<file path="src/rtl/quad_tx_pkg.sv">
package quad_tx_pkg;

    // Fixed device geometry and bus widths
    localparam int NUM_CHAN = 4;
    localparam int ADDR_W   = 4;
    localparam int DATA_W   = 32;

    // Register offsets
    localparam logic [3:0] ADDR_CTRL   = 4'h0;
    localparam logic [3:0] ADDR_STATUS = 4'h4;
    localparam logic [3:0] ADDR_MASK   = 4'h8;
    localparam logic [3:0] ADDR_FLAGS  = 4'hc;

    // Reset values
    localparam logic [3:0]  CTRL_RESET   = 4'h0;
    localparam logic [11:0] STATUS_RESET = 12'h000;
    localparam logic [11:0] MASK_RESET   = 12'h000;

    // Field positions
    localparam int CTRL_BIST_LSB    = 0;
    localparam int STAT_PAR_LSB     = 0;
    localparam int STAT_BIST_LSB    = 4;
    localparam int STAT_FAULT_LSB   = 8;
    localparam int FLAGS_ERR_LSB    = 0;
    localparam int FLAGS_ACTIVE_LSB = 4;
    localparam int FLAGS_HALF_LSB   = 5;
    localparam int FLAGS_SEL_LSB    = 6;

    // Character times per self-test pass
    localparam int         BIST_PERIOD = 511;
    localparam logic [8:0] BIST_LAST   = 9'(BIST_PERIOD - 1);

    // Three-level select codes
    localparam logic [1:0] LVL_LOW  = 2'h0;
    localparam logic [1:0] LVL_MID  = 2'h1;
    localparam logic [1:0] LVL_HIGH = 2'h2;

    // Control code values in encoded mode
    localparam logic [1:0] CODE_DATA    = 2'h0;
    localparam logic [1:0] CODE_SPECIAL = 2'h1;
    localparam logic [1:0] CODE_FILL    = 2'h2;
    localparam logic [1:0] CODE_SYNC    = 2'h3;

    typedef enum logic [2:0] {
        KIND_DATA,
        KIND_SPECIAL,
        KIND_FILL,
        KIND_SYNC,
        KIND_RAW,
        KIND_VIOL
    } char_kind_e;

    typedef struct packed {
        logic [1:0] ctrl;
        logic [7:0] data;
        logic       par;
    } in_char_s;

    typedef struct packed {
        logic     special;
        in_char_s ch;
    } buf_word_s;

    typedef struct packed {
        char_kind_e kind;
        logic [9:0] bits;
    } enc_out_s;

    typedef struct packed {
        logic                    ref_clk;
        logic [NUM_CHAN-1:0]     chan_clk;
        in_char_s [NUM_CHAN-1:0] chars;
        logic                    special;
        logic [1:0]              clk_sel;
        logic                    half_rate;
        logic [1:0]              mode;
        logic [1:0]              par_ctl;
        logic                    phase_rst_n;
    } pins_s;

    localparam pins_s PINS_RESET = '0;

endpackage : quad_tx_pkg

</file>
<file path="src/rtl/tx_chan_path.sv">
`timescale 1ns/100ps
`default_nettype none

module tx_chan_path #(
    parameter int DEPTH = 4
) (
    // Clock and reset
    input  wire logic                   i_clk,
    input  wire logic                   i_rst_n,
    // Configuration
    input  wire logic [1:0]             i_mode,
    input  wire logic [1:0]             i_par_ctl,
    input  wire logic                   i_buf_active,
    input  wire logic                   i_bist_en,
    // Captured input and timing
    input  wire logic                   i_cap,
    input  wire quad_tx_pkg::in_char_s  i_char,
    input  wire logic                   i_special,
    input  wire logic                   i_char_tick,
    input  wire logic                   i_phase_rst,
    // Encoder side
    output var  quad_tx_pkg::enc_out_s  o_out,
    output logic                        o_out_valid,
    output logic                        o_error_flag,
    // Events
    output logic                        o_par_evt,
    output logic                        o_bist_evt,
    output logic                        o_fault_evt
);

    localparam int         PW   = $clog2(DEPTH);
    localparam logic [PW:0] HALF = (PW+1)'(DEPTH / 2);
    localparam logic [PW:0] FULL = (PW+1)'(DEPTH);

    if (DEPTH < 2 || (DEPTH & (DEPTH - 1)) != 0) begin : g_bad_depth
        $error("DEPTH must be a power of two and at least 2");
    end

    quad_tx_pkg::buf_word_s mem [DEPTH];
    quad_tx_pkg::buf_word_s cur;
    quad_tx_pkg::enc_out_s  next_out;
    logic [PW-1:0] wr_ptr;
    logic [PW-1:0] rd_ptr;
    logic [PW:0]   occ;
    logic [8:0]    bist_cnt;
    logic          par_q;
    logic          bist_q;
    logic          fault;
    logic          empty, full, push, pop, under, over;
    logic          proc, proc_valid, recenter, enc_on, par_bad, sync_sent;
    logic [9:0]    checked;

    // Phase-align buffer occupancy
    assign empty    = (occ == '0);
    assign full     = (occ == FULL);
    assign push     = i_buf_active & i_cap & ~full;
    assign pop      = i_buf_active & i_char_tick & ~empty;
    assign under    = i_buf_active & i_char_tick & empty;
    assign over     = i_buf_active & i_cap & full;
    assign recenter = i_buf_active & i_phase_rst;
    assign proc     = i_buf_active ? i_char_tick : i_cap;
    assign proc_valid = i_buf_active ? pop : i_cap;

    always_ff @(posedge i_clk) begin
        if (push) begin
            mem[wr_ptr] <= '{special: i_special, ch: i_char};
        end
    end

    always_ff @(posedge i_clk or negedge i_rst_n) begin
        if (!i_rst_n) begin
            wr_ptr <= HALF[PW-1:0];
            rd_ptr <= '0;
            occ    <= HALF;
        end else if (recenter) begin
            wr_ptr <= HALF[PW-1:0];
            rd_ptr <= '0;
            occ    <= HALF;
        end else begin
            if (push) begin
                wr_ptr <= wr_ptr + 1'b1;
            end
            if (pop) begin
                rd_ptr <= rd_ptr + 1'b1;
            end
            if (push && !pop) begin
                occ <= occ + 1'b1;
            end else if (pop && !push) begin
                occ <= occ - 1'b1;
            end
        end
    end

    // Character classification and parity check
    always_comb begin
        cur = i_buf_active ? mem[rd_ptr]
                           : '{special: i_special, ch: i_char};
        enc_on  = (i_mode != quad_tx_pkg::LVL_LOW);
        checked = (i_par_ctl == quad_tx_pkg::LVL_HIGH)
                ? {cur.ch.ctrl, cur.ch.data}
                : {2'b00, cur.ch.data};
        par_bad = (i_par_ctl != quad_tx_pkg::LVL_LOW)
                & ~(^{checked, cur.ch.par});
        next_out.bits = {cur.ch.ctrl, cur.ch.data};
        if (par_bad) begin
            next_out.kind = quad_tx_pkg::KIND_VIOL;
        end else if (!enc_on) begin
            next_out.kind = quad_tx_pkg::KIND_RAW;
        end else begin
            unique case (cur.ch.ctrl)
                quad_tx_pkg::CODE_DATA:    next_out.kind = quad_tx_pkg::KIND_DATA;
                quad_tx_pkg::CODE_SPECIAL: next_out.kind = quad_tx_pkg::KIND_SPECIAL;
                quad_tx_pkg::CODE_FILL:    next_out.kind = quad_tx_pkg::KIND_FILL;
                quad_tx_pkg::CODE_SYNC:    next_out.kind = cur.special
                                           ? quad_tx_pkg::KIND_SYNC
                                           : quad_tx_pkg::KIND_SPECIAL;
            endcase
        end
    end

    assign sync_sent = proc_valid & (next_out.kind == quad_tx_pkg::KIND_SYNC);

    // Output character register
    always_ff @(posedge i_clk or negedge i_rst_n) begin
        if (!i_rst_n) begin
            o_out       <= '{kind: quad_tx_pkg::KIND_DATA, bits: 10'h000};
            o_out_valid <= 1'b0;
        end else begin
            o_out_valid <= proc_valid;
            if (proc_valid) begin
                o_out <= next_out;
            end
        end
    end

    // One-character parity pulse
    always_ff @(posedge i_clk or negedge i_rst_n) begin
        if (!i_rst_n) begin
            par_q <= 1'b0;
        end else if (proc) begin
            par_q <= proc_valid & par_bad;
        end
    end

    // Self-test pass counter
    always_ff @(posedge i_clk or negedge i_rst_n) begin
        if (!i_rst_n) begin
            bist_cnt <= '0;
            bist_q   <= 1'b0;
        end else if (!i_bist_en) begin
            bist_cnt <= '0;
            bist_q   <= 1'b0;
        end else if (proc) begin
            bist_q   <= (bist_cnt == quad_tx_pkg::BIST_LAST);
            bist_cnt <= (bist_cnt == quad_tx_pkg::BIST_LAST)
                      ? '0 : bist_cnt + 1'b1;
        end
    end

    // Sticky buffer fault, set wins over clear
    always_ff @(posedge i_clk or negedge i_rst_n) begin
        if (!i_rst_n) begin
            fault <= 1'b0;
        end else if (under || over) begin
            fault <= 1'b1;
        end else if (sync_sent || recenter) begin
            fault <= 1'b0;
        end
    end

    assign o_error_flag = (i_bist_en ? bist_q : par_q) | fault;
    assign o_par_evt    = proc_valid & par_bad;
    assign o_bist_evt   = i_bist_en & proc
                        & (bist_cnt == quad_tx_pkg::BIST_LAST);
    assign o_fault_evt  = under | over;
endmodule : tx_chan_path

`default_nettype wire

</file>
<file path="src/rtl/quad_tx_input_parity_check.sv">
// Design decisions made here: strobed register access and the placing of the registers.
`timescale 1ns/100ps
`default_nettype none

module quad_tx_input_parity_check #(
    parameter int BUF_DEPTH = 4
) (
    // Clock and reset
    input  wire logic                 i_clk,
    input  wire logic                 i_rst_n,
    // Clock pins
    input  wire logic                 i_reference_clock,
    input  wire logic [3:0]           i_chan_input_clock,
    // Character pins
    input  wire logic [3:0][1:0]      i_chan_ctrl_code,
    input  wire logic [3:0][7:0]      i_chan_char_byte,
    input  wire logic [3:0]           i_chan_odd_parity_in,
    input  wire logic                 i_special_char_select,
    // Static control pins
    input  wire logic [1:0]           i_input_clock_select,
    input  wire logic                 i_half_rate_select,
    input  wire logic [1:0]           i_encoder_mode_setting,
    input  wire logic [1:0]           i_parity_check_control,
    input  wire logic                 i_phase_align_reset_n,
    // Register port
    input  wire logic [3:0]           i_addr,
    input  wire logic [31:0]          i_wdata,
    input  wire logic                 i_wr,
    input  wire logic                 i_rd,
    output logic [31:0]               o_rdata,
    // Encoder side
    output var quad_tx_pkg::enc_out_s [3:0] o_chan_out,
    output logic [3:0]                o_chan_out_valid,
    output logic [3:0]                o_chan_error_flag,
    // Interrupt
    output logic                      o_irq
);

    localparam int NC = quad_tx_pkg::NUM_CHAN;

    quad_tx_pkg::pins_s raw, s1, s2, s3, filt, prev;
    quad_tx_pkg::in_char_s [NC-1:0] cap_char;
    logic [NC-1:0] cap_valid, cap_tick, chan_rise;
    logic [NC-1:0] par_evt, bist_evt, fault_evt;
    logic          cap_special, ref_rise, ref_fall, char_tick;
    logic          buf_active, phase_rst;
    logic [3:0]    ctrl;
    logic [11:0]   status, mask, events;

    // Pin bundle
    always_comb begin
        raw.ref_clk     = i_reference_clock;
        raw.chan_clk    = i_chan_input_clock;
        raw.special     = i_special_char_select;
        raw.clk_sel     = i_input_clock_select;
        raw.half_rate   = i_half_rate_select;
        raw.mode        = i_encoder_mode_setting;
        raw.par_ctl     = i_parity_check_control;
        raw.phase_rst_n = i_phase_align_reset_n;
        for (int i = 0; i < NC; i++) begin
            raw.chars[i] = '{ctrl: i_chan_ctrl_code[i],
                             data: i_chan_char_byte[i],
                             par:  i_chan_odd_parity_in[i]};
        end
    end

    // Three-stage synchroniser, value taken when stages two and three agree
    always_ff @(posedge i_clk or negedge i_rst_n) begin
        if (!i_rst_n) begin
            s1   <= quad_tx_pkg::PINS_RESET;
            s2   <= quad_tx_pkg::PINS_RESET;
            s3   <= quad_tx_pkg::PINS_RESET;
            filt <= quad_tx_pkg::PINS_RESET;
            prev <= quad_tx_pkg::PINS_RESET;
        end else begin
            s1   <= raw;
            s2   <= s1;
            s3   <= s2;
            filt <= quad_tx_pkg::pins_s'((s3 & ~(s2 ^ s3))
                                        | (filt & (s2 ^ s3)));
            prev <= filt;
        end
    end

    // Clock edges and character timing
    assign ref_rise   = filt.ref_clk & ~prev.ref_clk;
    assign ref_fall   = ~filt.ref_clk & prev.ref_clk;
    assign char_tick  = ref_rise | (filt.half_rate & ref_fall);
    assign chan_rise  = filt.chan_clk & ~prev.chan_clk;
    assign buf_active = (filt.clk_sel != quad_tx_pkg::LVL_LOW)
                      | filt.half_rate;
    assign phase_rst  = ref_rise & ~filt.phase_rst_n;

    // Input register clock choice per channel
    always_comb begin
        for (int i = 0; i < NC; i++) begin
            unique case (filt.clk_sel)
                quad_tx_pkg::LVL_LOW:  cap_tick[i] = char_tick;
                quad_tx_pkg::LVL_MID:  cap_tick[i] = chan_rise[i];
                quad_tx_pkg::LVL_HIGH: cap_tick[i] = chan_rise[0];
                default:               cap_tick[i] = 1'b0;
            endcase
        end
    end

    // Input register
    always_ff @(posedge i_clk or negedge i_rst_n) begin
        if (!i_rst_n) begin
            cap_char  <= '0;
            cap_valid <= '0;
        end else begin
            cap_valid <= cap_tick;
            for (int i = 0; i < NC; i++) begin
                if (cap_tick[i]) begin
                    cap_char[i] <= filt.chars[i];
                end
            end
        end
    end

    // Shared special select follows channel A's input register clock
    always_ff @(posedge i_clk or negedge i_rst_n) begin
        if (!i_rst_n) begin
            cap_special <= 1'b0;
        end else if (cap_tick[0]) begin
            cap_special <= filt.special;
        end
    end

    // Channel paths
    for (genvar g = 0; g < NC; g++) begin : g_chan
        tx_chan_path #(
            .DEPTH (BUF_DEPTH)
        ) u_path (
            .i_clk        (i_clk),
            .i_rst_n      (i_rst_n),
            .i_mode       (filt.mode),
            .i_par_ctl    (filt.par_ctl),
            .i_buf_active (buf_active),
            .i_bist_en    (ctrl[quad_tx_pkg::CTRL_BIST_LSB + g]),
            .i_cap        (cap_valid[g]),
            .i_char       (cap_char[g]),
            .i_special    (cap_special),
            .i_char_tick  (char_tick),
            .i_phase_rst  (phase_rst),
            .o_out        (o_chan_out[g]),
            .o_out_valid  (o_chan_out_valid[g]),
            .o_error_flag (o_chan_error_flag[g]),
            .o_par_evt    (par_evt[g]),
            .o_bist_evt   (bist_evt[g]),
            .o_fault_evt  (fault_evt[g])
        );
    end

    // Register decode
    function automatic logic hit(input logic [3:0] a, input logic [3:0] off);
        hit = (a == off);
    endfunction : hit

    assign events = {fault_evt, bist_evt, par_evt};

    always_ff @(posedge i_clk or negedge i_rst_n) begin
        if (!i_rst_n) begin
            ctrl <= quad_tx_pkg::CTRL_RESET;
            mask <= quad_tx_pkg::MASK_RESET;
        end else if (i_wr) begin
            if (hit(i_addr, quad_tx_pkg::ADDR_CTRL)) begin
                ctrl <= i_wdata[3:0];
            end
            if (hit(i_addr, quad_tx_pkg::ADDR_MASK)) begin
                mask <= i_wdata[11:0];
            end
        end
    end

    // Sticky status, write one to clear, new events win
    always_ff @(posedge i_clk or negedge i_rst_n) begin
        if (!i_rst_n) begin
            status <= quad_tx_pkg::STATUS_RESET;
        end else if (i_wr && hit(i_addr, quad_tx_pkg::ADDR_STATUS)) begin
            status <= (status & ~i_wdata[11:0]) | events;
        end else begin
            status <= status | events;
        end
    end

    assign o_irq = |(status & mask);

    // Read data for one cycle after the strobe
    always_ff @(posedge i_clk or negedge i_rst_n) begin
        if (!i_rst_n) begin
            o_rdata <= '0;
        end else if (!i_rd) begin
            o_rdata <= '0;
        end else if (hit(i_addr, quad_tx_pkg::ADDR_CTRL)) begin
            o_rdata <= {28'h0000000, ctrl};
        end else if (hit(i_addr, quad_tx_pkg::ADDR_STATUS)) begin
            o_rdata <= {20'h00000, status};
        end else if (hit(i_addr, quad_tx_pkg::ADDR_MASK)) begin
            o_rdata <= {20'h00000, mask};
        end else if (hit(i_addr, quad_tx_pkg::ADDR_FLAGS)) begin
            o_rdata <= {24'h000000, filt.clk_sel, filt.half_rate,
                        buf_active, o_chan_error_flag};
        end else begin
            o_rdata <= '0;
        end
    end
endmodule : quad_tx_input_parity_check

`default_nettype wire

</file>
<file path="config.mk">
export PLATFORM = sky130hd
export DESIGN_NAME = quad_tx_input_parity_check
export DESIGN_NICKNAME = d
export VERILOG_FILES = /design/src/rtl/quad_tx_pkg.sv /design/src/rtl/tx_chan_path.sv /design/src/rtl/quad_tx_input_parity_check.sv
export SDC_FILE = /design/constraint.sdc
export NUM_CORES = 1
export LEC_CHECK = 0
export BUFFER_PORTS_ARGS = -buffer_cell sky130_fd_sc_hd__buf_2
export CORE_MARGIN = 2
export CORE_UTILIZATION = 30
export DETAILED_ROUTE_END_ITERATION = 10
export GPL_ROUTABILITY_DRIVEN = 0
export GPL_TIMING_DRIVEN = 0
export REMOVE_ABC_BUFFERS = 1
export SETUP_SLACK_MARGIN = 0.2
export SKIP_CTS_REPAIR_TIMING = 1
export SYNTH_ARGS = -nofsm -noshare
export SYNTH_HDL_FRONTEND = slang
export SYNTH_SLANG_ARGS = --single-unit
</file>
<file path="constraint.sdc">
create_clock -name i_clk -period 3.75 [get_ports i_clk]
set_clock_uncertainty 0.05 [all_clocks]
set_input_delay 0.1875 -clock i_clk [delete_from_list [all_inputs] [get_ports i_clk]]
set_output_delay 0.1875 -clock i_clk [all_outputs]
set_load 0.03 [all_outputs]
</file>
==> results_dict.tcl, run 1 <==
set metrics [dict create \
    status "completed" \
    worst_pin_slew_ns 1.020 \
    fin_util 0.3673 \
    layout_common_cells "449 x dfrtp_1, 192 x edfxtp_1, 150 x buf_2" \
    cp.depth 12 \
    critPathBufInv 2 \
    io_buffers 150 \
    r2r_end "g_chan[1].u_path.occ[2]" \
    syn_area_per_cell_um2 14.56 \
    crit_path_end "g_chan[1].u_path.occ[2]" \
    drc 0 \
    reg2reg_slack_ns 0.47 \
    drive_above_1_share 0.2193 \
    antenna_found_initial 3 \
    cts_sinks 650 \
    seqCellArea_um2 17240 \
    worstSetupPathType "reg2reg" \
    die_y_um 295.1 \
    grt_pass1_vias 14880 \
    grt_pass1_wl_um 85410 \
    hpwl_um 35950 \
    final-max-slew-violation-count 0 \
    powerDensity_nw_per_um2 754.4 \
    max_freq_mhz 305.0 \
    die_w_um 295.1 \
    worstPathRequired_ns 4.15 \
    initial_core_util 0.3032 \
    final-setup-viol-count 0 \
    track_usage 0.1265 \
    ff2ff_path_depth 12 \
    fillers 7998 \
    cts_buffer_depth 3 \
    num_vias 14400 \
    yosysWarnings 0 \
    synth_edf_count 192 \
    wl_um 55430 \
    yosysSeqAreaShare 0.6782 \
    irDropWorstVdd_mv 0.4339 \
    clk_transition_reported_paths_ns 0.06 \
    htreeDepth 3 \
    hold_slack_ns 0.01798 \
    num_antenna_cells 0 \
    final.period_utilization 0.8744 \
    hp-class "in2reg" \
    endpoint_kind "flip-flop" \
    final.min_clock_period_ns 3.279 \
    worstSetupStartpointType "flip-flop" \
    postSynthCellCount 1745 \
    arrival_ns 3.68 \
    final_common_cell "dfrtp_1" \
    overflow 0 \
    async_reset_ff_frac 0.7046 \
    synth_top_area_cell "dfrtp_1" \
    grt_max_degree 121 \
    cts_tree "yes" \
    synth_seq_cells 650 \
    netlist.area_leader.share 0.4431 \
    slew_headroom 0.3190 \
    path_cells "inv_1 > ha_2 > nand2b_4 > buf_12 > a21o_4 > o31ai_1 > nand2_1 > fa_1 > or3_1 > nand2_1 > xnor2_1 > nor2_1" \
    multiInputGateArea_um2 7766 \
    core_region_area_um2 83820 \
    cpMaxStageDelayCell "dfrtp_1" \
    path_delay_family "simple AND/OR/NAND/NOR gates" \
    place_inst 2968 \
    stdcell_count 3186 \
    netlist_area_um2 25410 \
    ant_nets 0 \
    io_pins 191 \
    synthToLayoutAreaGrowth_pct 21.15 \
    crit_path_max_incr_delay_ns 0.54 \
    rsz0062_at_grt "false" \
    insertion_delay_ns 0.61 \
    synthTopCellsByArea "dfrtp_1 44%, edfxtp_1 23%, mux4_2 5.3%" \
    final_nets 2124 \
    synth_ff_type "dfrtp_1" \
    die_area_um2 87060 \
    numCtsBuffers 73 \
    drv_cap 0 \
    firstDrtPassIters 9 \
    ctsRootBufferMaster "clkbuf_16" \
    finalHoldViolCount 0 \
    wl_per_cell_um 17.40 \
    crit_path_frequent_cell "nand2_1" \
    leakage_uw 0.01228 \
    drt-vias-per-instance 4.521 \
    synth_cell_type_count 54 \
    drt_iter0_drc 726 \
    rows 106 \
    worst-path-max-fanout 41 \
]
cell usage after synthesis, drive strengths merged, types with 10 or more instances:
cell type	count
nor2	134
mux4	60
a31oi	36
xor2	69
mux2i	14
nand2	148
nor3	12
clkbuf	38
o21ai	65
and2	22
o31ai	12
and3	12
a21oi	56
mux2	64
nor2b	23
dfrtp	450
nand3	19
inv	20
xnor2	57
edfxtp	192
maj3	58
nand2b	10
buf	55
ha	29
layout make-up:
cell class	instances	area share
Sequential cell	650	0.5599
Multi-Input combinational cell	1002	0.2522
Clock buffer	110	0.07096
Timing Repair Buffer	243	0.05897
Tap cell	1134	0.04608
Clock inverter	24	0.008331
Inverter	20	0.002804
Timing Repair inverter	3	0.0007315
stage by stage:
step | total power (uW) | worst slack [ns] | setup TNS (ns) | area [um^2]
3_5_place_dp | 16200 | -0.6316 | -17.66 | 27440
5_1_grt | 24550 | 0.3188 | 0 | 30790
3_3_place_gp | 15890 | -6.762 | -3899.33 | 27130
4_1_cts | 23470 | -0.6481 | -18.56 | 29880
6_report | 23230 | 0.4710 | 0 | 30790
2_1_floorplan | 14020 | -0.4155 | -12.79 | 24960
worst min-delay path: cells and delay by family:
family | cells | cell delay [ns]
buffers and inverters | 1 | 0.08
and+or+nand+nor | 2 | 0.36
per-layer routing:
layer | part of all wire | wire (um) | track usage | up-vias
met1 | 0.45 | 24930 | 0.1708 | 7359
li1 | - | - | - | 6658
met3 | 0.045 | 2520 | 0.02511 | 87
met2 | 0.48 | 26680 | 0.2030 | 296
met4 | 0.023 | 1263 | 0.04519 | 4
met5 | 0.00061 | 34 | 0 | -
worst min-delay path by stage:
stage                         start          end  cells past startpoint  slack [ns]
6_report                       i_rd  o_rdata[11]                      3        0.02
5_1_grt                   i_addr[3]   o_rdata[4]                      3        0.03
4_1_cts                     i_rst_n       s2[33]                      1       -0.72
3_5_place_dp                i_rst_n       s2[33]                      1       -0.04
3_3_place_gp   i_chan_char_byte[30]       s1[49]                      1        0.25
2_1_floorplan               i_rst_n    async pin                      0       -0.16
report_power, final:
part | leakage (uW) | internal (uW) | total, uW | switching (uW)
Clock | 0.00121 | 4260 | 7120 | 2860
Combinational | 0.00388 | 2610 | 5790 | 3180
Sequential | 0.00720 | 8820 | 10300 | 1490
Total | 0.0123 | 15700 | 23200 | 7530
cells by family (layout without fill, tap and decap cells):
family | after synthesis | after routing | synth area share
and+or+nand+nor | 409 | 410 | 0.07217
other | 1 | 20 | 0.0001476
adders and majority gates | 91 | 91 | 0.04027
xor gates and xnor gates | 130 | 130 | 0.04697
DFF | 650 | 650 | 0.6782
AOI/OAI and AO/OA | 213 | 213 | 0.05145
muxes | 138 | 138 | 0.08704
buffers and inverters | 113 | 400 | 0.02373
flip-flops by register name, summed over array words and instances, names as in the netlist, named ones only:
register and count:
g_chan.u_path.o_out_valid 4, g_chan.u_path.wr_ptr 8, cap_special 1, s1 58, mask 12, g_chan.u_path.o_out 52, g_chan.u_path.par_q 4, g_chan.u_path.occ 12
cap_valid 4, g_chan.u_path.mem 192, prev 5, status 12, s2 58, ctrl 4, g_chan.u_path.bist_cnt 36, cap_char 44
s3 58, g_chan.u_path.fault 4, g_chan.u_path.bist_q 4, o_rdata 12, g_chan.u_path.rd_ptr 8
No activity file was read; power rests on OpenSTA's default activity.
==> run 2: changes to the inputs <==
--- a/config.mk
+++ b/config.mk
@@ -6,7 +6,6 @@
 export NUM_CORES = 1
 export LEC_CHECK = 0
 export BUFFER_PORTS_ARGS = -buffer_cell sky130_fd_sc_hd__buf_2
-export CORE_MARGIN = 2
 export CORE_UTILIZATION = 30
 export DETAILED_ROUTE_END_ITERATION = 10
 export GPL_ROUTABILITY_DRIVEN = 0
==> constraint.sdc (replaced) <==
create_clock -name i_clk -period 3.75 [get_ports i_clk]
set_clock_uncertainty 0.05 [all_clocks]
set_input_delay 0.375 -clock i_clk [delete_from_list [all_inputs] [get_ports i_clk]]
set_output_delay 0.375 -clock i_clk [all_outputs]
set_load 0.03 [all_outputs]
==> results_dict.tcl, run 2 (same netlist as run 1, synthesis figures left out) <==
set metrics [dict create \
    drive_above_1_share 0.2177 \
    worst_pin_slew_ns 0.9530 \
    final.min_clock_period_ns 3.271 \
    hpwl_um 35660 \
    io_pins 191 \
    die_area_um2 85880 \
    layout_common_cells "449 x dfrtp_1, 192 x edfxtp_1, 151 x buf_2" \
    ant_nets 0 \
    initial_core_util 0.3037 \
    io_buffers 150 \
    place_inst 2969 \
    drc 0 \
    powerDensity_nw_per_um2 757.3 \
    max_freq_mhz 305.7 \
    clk_transition_reported_paths_ns 0.06 \
    firstDrtPassIters 6 \
    grt_pass1_vias 14880 \
    setup_tns_ns 0 \
    rows 106 \
    grtUsageMet1 0.1770 \
    endpoint_kind "flip-flop" \
    core_region_area_um2 83690 \
    arrival_ns 3.69 \
    cts_sinks 650 \
    ctsRootBufferMaster "clkbuf_16" \
    final_common_cell "dfrtp_1" \
    overflow 0 \
    hp-class "in2reg" \
    grt_pass1_wl_um 85390 \
    numCtsBuffers 75 \
    final_nets 2115 \
    drt-vias-per-instance 4.526 \
    grt_max_degree 123 \
    global_route.usage.met3 0.02867 \
    htreeDepth 3 \
    power_uw 23240 \
    insertion_delay_ns 0.61 \
    final-setup-viol-count 0 \
    rsz0062_at_grt "false" \
    fillers 7964 \
    busiest_layer "met2" \
    worstSetupPathType "reg2reg" \
    grt_use_met2 0.1985 \
    drt_iter0_drc 912 \
    finalHoldViolCount 0 \
    hold_slack_ns 0.09090 \
    die_w_um 293.1 \
    synthToLayoutAreaGrowth_pct 20.75 \
    slew_headroom 0.3647 \
    worstPathRequired_ns 4.17 \
    final-max-slew-violation-count 0 \
    worst-path-max-fanout 40 \
    largest_reg_flops 192 \
    irDropWorstVdd_mv 0.2990 \
    cts_buffer_depth 3 \
    leakage_uw 0.01225 \
    cts_tree "yes" \
    stdcell_count 3179 \
    antenna_found_initial 3 \
    final.period_utilization 0.8723 \
    wl_per_cell_um 17.22 \
    top_register "g_chan.u_path.mem" \
    worstSetupStartpointType "flip-flop" \
    wl_um 54750 \
    num_vias 14390 \
    status "completed" \
    drv_cap 0 \
    die_y_um 293.1 \
    track_usage 0.1278 \
]
run 2: per-stage QoR:
step / instance area, um^2 / util / worst slack [ns]
after detailed placement: 27430 / 0.3277 / -0.4790
after CTS: 29910 / 0.3574 / -0.4707
after global routing: 30690 / 0.3667 / 0.2174
after floorplan: 24960 / - / -0.4155
final: 30690 / 0.3667 / 0.4787
after global placement: 27130 / 0.3241 / -7.031
run 2: metal layers:
metal	part of all wire	up-vias
li1	-	6661
met1	0.46	7335
met2	0.46	296
met3	0.049	94
met4	0.022	2
met5	0.00024	-
run 2: critical path, cell delays in order (launching register included):
cell      delay, ns
dfrtp_1        0.56
inv_1          0.16
ha_4           0.24
nand2b_4       0.22
buf_12         0.27
nand2_1        0.16
a21oi_4        0.28
nand2_1        0.13
fa_1           0.45
or3_1          0.37
nand2_1        0.08
xnor2_1        0.11
nor2_1         0.06
run 2: worst paths after layout:
path	end	depth (start not counted)	from	slack [ns]
setup / recovery	g_chan[1].u_path.occ[2]	12	flip-flop	0.48
max in group asynchronous	async pin	4	i_rst_n	2.12
min in group asynchronous	s3[4]	2	i_rst_n	0.16
hold reg to reg	s2[7]	0	s1[7]	0.29
setup reg to reg	g_chan[1].u_path.occ[2]	12	flip-flop	0.48
hold / removal	status[10]	3	i_wdata[10]	0.09
run 2: where the power goes:
part,total (uW),switching (uW),internal [uW]
registers,10300,1450,8820
clock network,7280,2880,4400
logic,5690,3100,2590
run 2: area by class of cell:
| cell class | count | area [um^2] | area share |
|---|---|---|---|
| repair inverters | 2 | 15.01 | 0.0004893 |
| flip-flops and latches | 650 | 17240 | 0.5617 |
| inverters | 20 | 82.58 | 0.002691 |
| clock inverters | 25 | 250.2 | 0.008154 |
| multi-input cells | 1003 | 7760 | 0.2529 |
| well taps | 1134 | 1419 | 0.04623 |
| diodes | 1 | 2.502 | 0.00008154 |
| repair buffers | 232 | 1692 | 0.05512 |
| clock buffers | 112 | 2230 | 0.07265 |
